==> src/hw/swtrig_regs.vh <==
// register offsets, field positions, reset values and timing counts for the software trigger block
`ifndef SWTRIG_REGS_VH
`define SWTRIG_REGS_VH
`define SLOTS_0_TO_3_OFS 8'h00
`define SLOTS_4_TO_7_OFS 8'h04
`define SLOTS_8_TO_11_OFS 8'h08
`define CONTROL_OFS 8'h0c
`define RUN_STATUS_OFS 8'h10
`define IRQ_STATUS_OFS 8'h14
`define IRQ_MASK_OFS 8'h18
`define SLOT_ENABLE_BIT 7
`define SLOT_SEL_MSB 4
`define SLOT_WRITE_MASK 32'h9f9f9f9f
`define SLOT_RESET 32'h00000000
`define CTRL_START_BIT 0
`define CTRL_UNIT_B_BIT 1
`define IRQ_DONE_BIT 0
`define IRQ_RESERVED_BIT 1
`define SEL_LAST_COMMON 5'h0e
`define SEL_LAST_UNIT_B 5'h10
`define CONV_TIME_NS 1000
`define CLK_PERIOD_NS 4
`define CONV_CYCLES ((`CONV_TIME_NS + `CLK_PERIOD_NS - 1) / `CLK_PERIOD_NS)
`endif

==> src/hw/slot_scanner.v <==
// finds the next enabled program slot at or above a start index
`timescale 1ns/1ns
`default_nettype none
module slot_scanner #(
    parameter SLOTS = 12,
    parameter IW = 4
) (
    input wire [SLOTS-1:0] i_enables,
    input wire [IW-1:0] i_from,
    output reg o_found,
    output reg [IW-1:0] o_index
);
    integer k;
    always @*
    begin
        o_found = 1'b0;
        o_index = {IW{1'b0}};
        for (k = SLOTS - 1; k >= 0; k = k - 1)
        begin
            if (i_enables[k] && (k >= i_from))
            begin
                o_found = 1'b1;
                o_index = k[IW-1:0];
            end
        end
    end
endmodule // slot_scanner
`default_nettype wire

==> src/hw/conv_timer.v <==
// counts one conversion time and pulses when it ends
`timescale 1ns/1ns
`default_nettype none
`include "swtrig_regs.vh"
module conv_timer #(
    parameter CW = 12,
    parameter [CW-1:0] CYCLES = `CONV_CYCLES
) (
    input wire i_ref_clk,
    input wire i_rst_n,
    input wire i_start,
    output reg o_done
);
    reg [CW-1:0] count_q;
    reg busy_q;
    always @(posedge i_ref_clk or negedge i_rst_n)
    begin
        if (!i_rst_n)
        begin
            count_q <= {CW{1'b0}};
            busy_q <= 1'b0;
            o_done <= 1'b0;
        end
        else
        begin
            o_done <= 1'b0;
            if (i_start)
            begin
                count_q <= CYCLES - {{(CW-1){1'b0}}, 1'b1};
                busy_q <= 1'b1;
            end
            else if (busy_q)
            begin
                if (count_q == {CW{1'b0}})
                begin
                    busy_q <= 1'b0;
                    o_done <= 1'b1;
                end
                else
                begin
                    count_q <= count_q - {{(CW-1){1'b0}}, 1'b1};
                end
            end
        end
    end
endmodule // conv_timer
`default_nettype wire

==> src/hw/sw_trigger_program.v <==
// software-triggered conversion program table with run sequencer and interrupt
//
// Our own choices: the register addresses and the plain strobed port.
`timescale 1ns/1ns
`default_nettype none
`include "swtrig_regs.vh"
module sw_trigger_program #(
    parameter SLOTS = 12,
    parameter IW = 4,
    parameter CW = 12,
    parameter [CW-1:0] CONV_CYCLES = `CONV_CYCLES
) (
    input wire i_ref_clk,
    input wire i_rst_n,
    input wire [7:0] i_addr,
    input wire [31:0] i_wdata,
    input wire i_wr,
    input wire i_rd,
    output reg [31:0] o_rdata,
    output reg o_conv_start,
    output reg [4:0] o_channel_select,
    output reg [IW-1:0] o_result_index,
    output reg o_result_write,
    output reg o_busy,
    output reg o_sw_conversion_done_irq
);
    //----------------------------------------
    // state and storage
    //----------------------------------------
    localparam [2:0] ST_IDLE = 3'b001;
    localparam [2:0] ST_CONV = 3'b010;
    localparam [2:0] ST_NEXT = 3'b100;

    reg [31:0] slots_q [0:2];
    reg unit_b_q;
    reg [2:0] state_q;
    reg [IW-1:0] cur_q;
    reg done_sts_q;
    reg resv_sts_q;
    reg [1:0] mask_q;
    reg [IW-1:0] from_q;
    reg start_timer_q;
    wire [SLOTS-1:0] enables;
    wire found;
    wire [IW-1:0] next_idx;
    wire conv_done;
    wire start_req;
    wire done_evt;
    wire resv_evt;
    reg [4:0] cur_sel;
    integer w;

    function [4:0] slot_sel;
        input [IW-1:0] idx;
        input [95:0] tbl;
        begin
            slot_sel = tbl[idx*8 +: 5];
        end
    endfunction

    function sel_reserved;
        input [4:0] sel;
        input unit_b;
        begin
            if (unit_b)
                sel_reserved = (sel > `SEL_LAST_UNIT_B);
            else
                sel_reserved = (sel > `SEL_LAST_COMMON);
        end
    endfunction

    wire [95:0] table_flat = {slots_q[2], slots_q[1], slots_q[0]};

    genvar g;
    generate
        for (g = 0; g < SLOTS; g = g + 1)
        begin : g_en
            assign enables[g] = table_flat[g*8 + `SLOT_ENABLE_BIT];
        end
    endgenerate

    //----------------------------------------
    // helpers
    //----------------------------------------
    slot_scanner #(
        .SLOTS(SLOTS),
        .IW(IW)
    ) u_scan (
        .i_enables(enables),
        .i_from(from_q),
        .o_found(found),
        .o_index(next_idx)
    );

    conv_timer #(
        .CW(CW),
        .CYCLES(CONV_CYCLES)
    ) u_timer (
        .i_ref_clk(i_ref_clk),
        .i_rst_n(i_rst_n),
        .i_start(start_timer_q),
        .o_done(conv_done)
    );

    assign start_req = i_wr && (i_addr == `CONTROL_OFS) && i_wdata[`CTRL_START_BIT];
    assign done_evt = (state_q == ST_NEXT) && !found;

    always @*
    begin
        cur_sel = slot_sel(next_idx, table_flat);
    end
    assign resv_evt = (state_q == ST_NEXT) && found && sel_reserved(cur_sel, unit_b_q);

    //----------------------------------------
    // register writes
    //----------------------------------------
    always @(posedge i_ref_clk or negedge i_rst_n)
    begin
        if (!i_rst_n)
        begin
            for (w = 0; w < 3; w = w + 1)
                slots_q[w] <= `SLOT_RESET;
            unit_b_q <= 1'b0;
            mask_q <= 2'b00;
        end
        else if (i_wr)
        begin
            case (i_addr)
                `SLOTS_0_TO_3_OFS: slots_q[0] <= i_wdata & `SLOT_WRITE_MASK;
                `SLOTS_4_TO_7_OFS: slots_q[1] <= i_wdata & `SLOT_WRITE_MASK;
                `SLOTS_8_TO_11_OFS: slots_q[2] <= i_wdata & `SLOT_WRITE_MASK;
                `CONTROL_OFS: unit_b_q <= i_wdata[`CTRL_UNIT_B_BIT];
                `IRQ_MASK_OFS: mask_q <= i_wdata[1:0];
                default: ;
            endcase
        end
    end

    //----------------------------------------
    // sticky interrupt status, set beats clear
    //----------------------------------------
    always @(posedge i_ref_clk or negedge i_rst_n)
    begin
        if (!i_rst_n)
        begin
            done_sts_q <= 1'b0;
            resv_sts_q <= 1'b0;
            o_sw_conversion_done_irq <= 1'b0;
        end
        else
        begin
            if (done_evt)
                done_sts_q <= 1'b1;
            else if (i_wr && i_addr == `IRQ_STATUS_OFS && i_wdata[`IRQ_DONE_BIT])
                done_sts_q <= 1'b0;
            if (resv_evt)
                resv_sts_q <= 1'b1;
            else if (i_wr && i_addr == `IRQ_STATUS_OFS && i_wdata[`IRQ_RESERVED_BIT])
                resv_sts_q <= 1'b0;
            o_sw_conversion_done_irq <= |({resv_sts_q, done_sts_q} & mask_q);
        end
    end

    //----------------------------------------
    // run sequencer
    //----------------------------------------
    always @(posedge i_ref_clk or negedge i_rst_n)
    begin
        if (!i_rst_n)
        begin
            state_q <= ST_IDLE;
            cur_q <= {IW{1'b0}};
            from_q <= {IW{1'b0}};
            start_timer_q <= 1'b0;
            o_conv_start <= 1'b0;
            o_channel_select <= 5'h00;
            o_result_index <= {IW{1'b0}};
            o_result_write <= 1'b0;
            o_busy <= 1'b0;
        end
        else
        begin
            start_timer_q <= 1'b0;
            o_conv_start <= 1'b0;
            o_result_write <= 1'b0;
            case (state_q)
                ST_IDLE:
                begin
                    if (start_req)
                    begin
                        from_q <= {IW{1'b0}};
                        state_q <= ST_NEXT;
                        o_busy <= 1'b1;
                    end
                end
                ST_NEXT:
                begin
                    if (found)
                    begin
                        cur_q <= next_idx;
                        o_channel_select <= cur_sel;
                        start_timer_q <= 1'b1;
                        o_conv_start <= 1'b1;
                        state_q <= ST_CONV;
                    end
                    else
                    begin
                        state_q <= ST_IDLE;
                        o_busy <= 1'b0;
                    end
                end
                ST_CONV:
                begin
                    if (conv_done)
                    begin
                        o_result_index <= cur_q;
                        o_result_write <= 1'b1;
                        from_q <= cur_q + {{(IW-1){1'b0}}, 1'b1};
                        state_q <= ST_NEXT;
                    end
                end
                default: state_q <= ST_IDLE;
            endcase
        end
    end

    //----------------------------------------
    // register reads, data in the next cycle
    //----------------------------------------
    always @(posedge i_ref_clk or negedge i_rst_n)
    begin
        if (!i_rst_n)
            o_rdata <= 32'h00000000;
        else if (i_rd)
        begin
            case (i_addr)
                `SLOTS_0_TO_3_OFS: o_rdata <= slots_q[0];
                `SLOTS_4_TO_7_OFS: o_rdata <= slots_q[1];
                `SLOTS_8_TO_11_OFS: o_rdata <= slots_q[2];
                `CONTROL_OFS: o_rdata <= {30'h00000000, unit_b_q, 1'b0};
                `RUN_STATUS_OFS: o_rdata <= {{(27-IW){1'b0}}, cur_q, 4'h0, o_busy};
                `IRQ_STATUS_OFS: o_rdata <= {30'h00000000, resv_sts_q, done_sts_q};
                `IRQ_MASK_OFS: o_rdata <= {30'h00000000, mask_q};
                default: o_rdata <= 32'h00000000;
            endcase
        end
        else
            o_rdata <= 32'h00000000;
    end
endmodule // sw_trigger_program
`default_nettype wire

==> config.mk <==
export PLATFORM = sky130hd
export DESIGN_NAME = sw_trigger_program
export DESIGN_NICKNAME = d
export VERILOG_FILES = /design/src/hw/slot_scanner.v /design/src/hw/conv_timer.v /design/src/hw/sw_trigger_program.v
export VERILOG_INCLUDE_DIRS = /design/src /design/src/hw
export SDC_FILE = /design/constraint.sdc
export NUM_CORES = 1
export LEC_CHECK = 0
export BUFFER_PORTS_ARGS = -buffer_cell sky130_fd_sc_hd__buf_2
export CORE_ASPECT_RATIO = 2
export CORE_MARGIN = 2
export CORE_UTILIZATION = 52
export CTS_CLUSTER_SIZE = 10
export DETAILED_ROUTE_END_ITERATION = 10
export PLACE_DENSITY = 0.73
export SLEW_MARGIN = 25
export SYNTH_ARGS = -nofsm -noshare
export SYNTH_HDL_FRONTEND = slang
export SYNTH_SLANG_ARGS = --single-unit
==> constraint.sdc <==
create_clock -name i_ref_clk -period 4.5 [get_ports i_ref_clk]
set_clock_uncertainty 0.1 [all_clocks]
set_input_delay 0.9 -clock i_ref_clk [delete_from_list [all_inputs] [get_ports i_ref_clk]]
set_output_delay 0.9 -clock i_ref_clk [all_outputs]
set_load 0.03 [all_outputs]
==> qor.yml <==
cts_buffers: 17
slew_viol_final: 0
drt-pass1-iter-count: 6
synthesis.area_sq_um: 7150
hold_buffers: 0
p_leak_nw: 3.93
grt_max_degree: 103
yosysSeqAreaShare: 0.494
cp_max_fo: 16
cp_data_required_time_ps: 4690
hpwl_mm: 13.9
vias_per_cell: 6.32
wl_met1_mm: 7.13
finalPower_mw: 3.16
ant_nets: 0
worstPathArrival_ps: 3830
ir_worst_vdd_v: 0.000265
clk_pin_slew_worst_paths_ps: 60
cts_sinks: 141
n_fill_cell: 1095
end_kind: "flop"
portBuffers: 74
crit_buf_inv: 0
cts-root-buf: "clkbuf_16"
postCtsSetupRepairBufs: 0
grt_use_total: 0.276
path_delay_family: "compound AO/OA/AOI/OAI gates"
post_cts_resized: 0
die_w_um: 86.9
slew_headroom: 0.378
syn-instance-count: 689
path_cells: "a21boi_1, o21ai_1, nand2_1, o21a_1, a211oi_1, a21boi_0, nor3_1, o31ai_1, nand4_1"
dr_wl_met3_um: 887
area_growth_pct: 15.6
drive_above_1_share: 0.291
critPathMaxStageDelay_ps: 700
finalHoldViolations: 0
grt_pass1_wl_mm: 30.9
setup_tns_ps: 0
route.met2.wl_mm: 10.5
antenna_found_initial: 0
ys.warnings.count: 0
worstMarginPinSlew_ps: 933
cp-start-kind: "flop"
row_count: 60
io_pins: 89
setup_viol: 0
num_vias: 5855
synth_edf_count: 0
synth-async-reset-ratio: 1.00
initial_core_util: 0.532
grt_pass1_vias: 5923
status: "completed"
synthFlopType: "dfrtp_1"
fmaxAchievable_ghz: 0.275
cts_tree: "yes"
seqCellArea_sq_um: 3530
cts.path.max_buffers: 2
diodes: 0
finalCritPeriodShare: 0.808
htree_levels: 4
die_area_sq_um: 14800
maxCapViolCount: 0
hold_class: "reg2reg"
synth.distinct_cells: 68
period_needed_ps: 3640
synth-seq-cells: 141
dr.first_iter.drc_count: 521
highest_layer: "met4"
rsz0062_at_grt: "no"
wl_mm: 19.9
nets: 804
multi_input_area_sq_um: 3390
grt_overflow_total: 0
synth.avg_cell_area_sq_um: 10.4
worstSkewPairLatency_ps: 420
crit_slowest_cell: "o21ai_1"
core_area_sq_um: 13400
dieHeight_um: 170
remaining_drc_errors: 0
power.density_nw_per_um2: 382
gp_congestion: 0.940
post_drt_wl_per_cell_um: 21.5
critPathKind: "reg2reg"
==> cell type report <==
type,count,area share
sequential,141,0.427
clock buffer,17,0.0515
timing repair buffer,90,0.0616
clock inverter,15,0.0200
multi-input combinational,495,0.410
inverter,13,0.00591
tap,155,0.0235
==> final timing paths <==
check	to	slack [ps]	cells past startpoint	startpoint
max in group asynchronous	slot_sel.tbl[56]	2990	2	i_rst_n
min in group asynchronous	o_rdata[15]	470	1	i_rst_n
worst min-delay path	o_channel_select[4]	390	1	o_channel_select[4]
worst max-delay path	resv_sts_q	860	9	from_q[1]
worst max register to register	resv_sts_q	860	9	from_q[1]
worst min register to register	o_channel_select[4]	390	1	o_channel_select[4]
==> kinds of logic after synthesis <==
group	after synthesis	share of synthesized area
multiplexers	97	0.154
flip-flops	141	0.494
adder cells (fa/ha/maj)	2	0.00350
buffers and inverters	58	0.0357
XOR/XNOR	10	0.0122
other	1	0.000524
AND/OR/NAND/NOR	221	0.154
AO/OA/AOI/OAI	159	0.147
==> power breakdown <==
group,switching [mW],internal (mW)
Sequential,0.0372,1.30
Clock,0.584,0.825
Combinational,0.268,0.143
==> worst reg2reg max path, stage by stage, from the launching register on <==
cell and delay (ps):
dfrtp_1 640, a21boi_1 190, o21ai_1 700, nand2_1 300
o21a_1 430, a211oi_1 240, a21boi_0 430, nor3_1 130
o31ai_1 240, nand4_1 120
==> state kept, by name (all words and copies together), names as in the netlist, 3 cells and up <==
register,flops
o_channel_select,5
state_q,3
o_rdata,26
o_result_index,4
u_timer.count_q,12
cur_q,4
from_q,4
enables,12
slot_sel.tbl,60
==> layout by cell type, fill, tap and decap left out, drive strengths merged, types with 10 or more instances in the layout <==
cell type	netlist	final
o21ai	40	40
nor3	15	15
a21oi	32	32
buf	16	90
mux2i	10	10
inv	13	17
nand3	16	16
a22oi	24	24
nor2	88	88
mux2	86	86
dfrtp	140	140
nand2	35	35
o211ai	12	12
clkbuf	29	17
==> cell usage after synthesis, types with 4 or more instances <==
| master | count | area (sq um) |
|---|---|---|
| a21oi_1 | 31 | 155 |
| a221oi_1 | 5 | 43.8 |
| a22o_1 | 4 | 35.0 |
| a22oi_1 | 24 | 180 |
| a31oi_1 | 9 | 56.3 |
| and3_1 | 7 | 43.8 |
| buf_2 | 9 | 45.0 |
| buf_4 | 7 | 52.6 |
| clkbuf_1 | 29 | 109 |
| dfrtp_1 | 140 | 3500 |
| inv_1 | 13 | 48.8 |
| mux2_2 | 83 | 935 |
| mux2i_1 | 10 | 100 |
| nand2_1 | 34 | 128 |
| nand2b_1 | 8 | 50.1 |
| nand3_1 | 16 | 80.1 |
| nand3b_1 | 5 | 37.5 |
| nand4_1 | 6 | 37.5 |
| nor2_1 | 87 | 327 |
| nor2b_1 | 6 | 37.5 |
| nor3_1 | 14 | 70.1 |
| nor4_1 | 9 | 56.3 |
| o211ai_1 | 12 | 90.1 |
| o21a_1 | 4 | 30.0 |
| o21ai_0 | 35 | 175 |
| o21ai_1 | 4 | 20.0 |
| o31ai_1 | 5 | 37.5 |
| or2_2 | 4 | 25.0 |
| or3_1 | 5 | 31.3 |
| xnor2_1 | 6 | 52.6 |
| xor2_1 | 4 | 35.0 |
==> per-stage QoR <==
stage,setup WS (ps),utilization,hold slack [ps],cells,cell area [sq um]
2_1_floorplan,1320,-,351,694,7170
3_3_place_gp,1040,0.571,365,894,7670
3_5_place_dp,1020,0.571,373,894,7670
4_1_cts,1010,0.615,389,926,8260
5_1_grt,672,0.615,414,926,8260
6_report,862,0.615,388,926,8260
==> metal layers <==
layer / GRT usage / up-vias
met2: 0.483 / 247
met5: 0 / -
met1: 0.297 / 2892
met4: 0.174 / 0
li1: - / 2634
met3: 0.0524 / 82
Note: power is estimated with default switching activity, not from simulation.
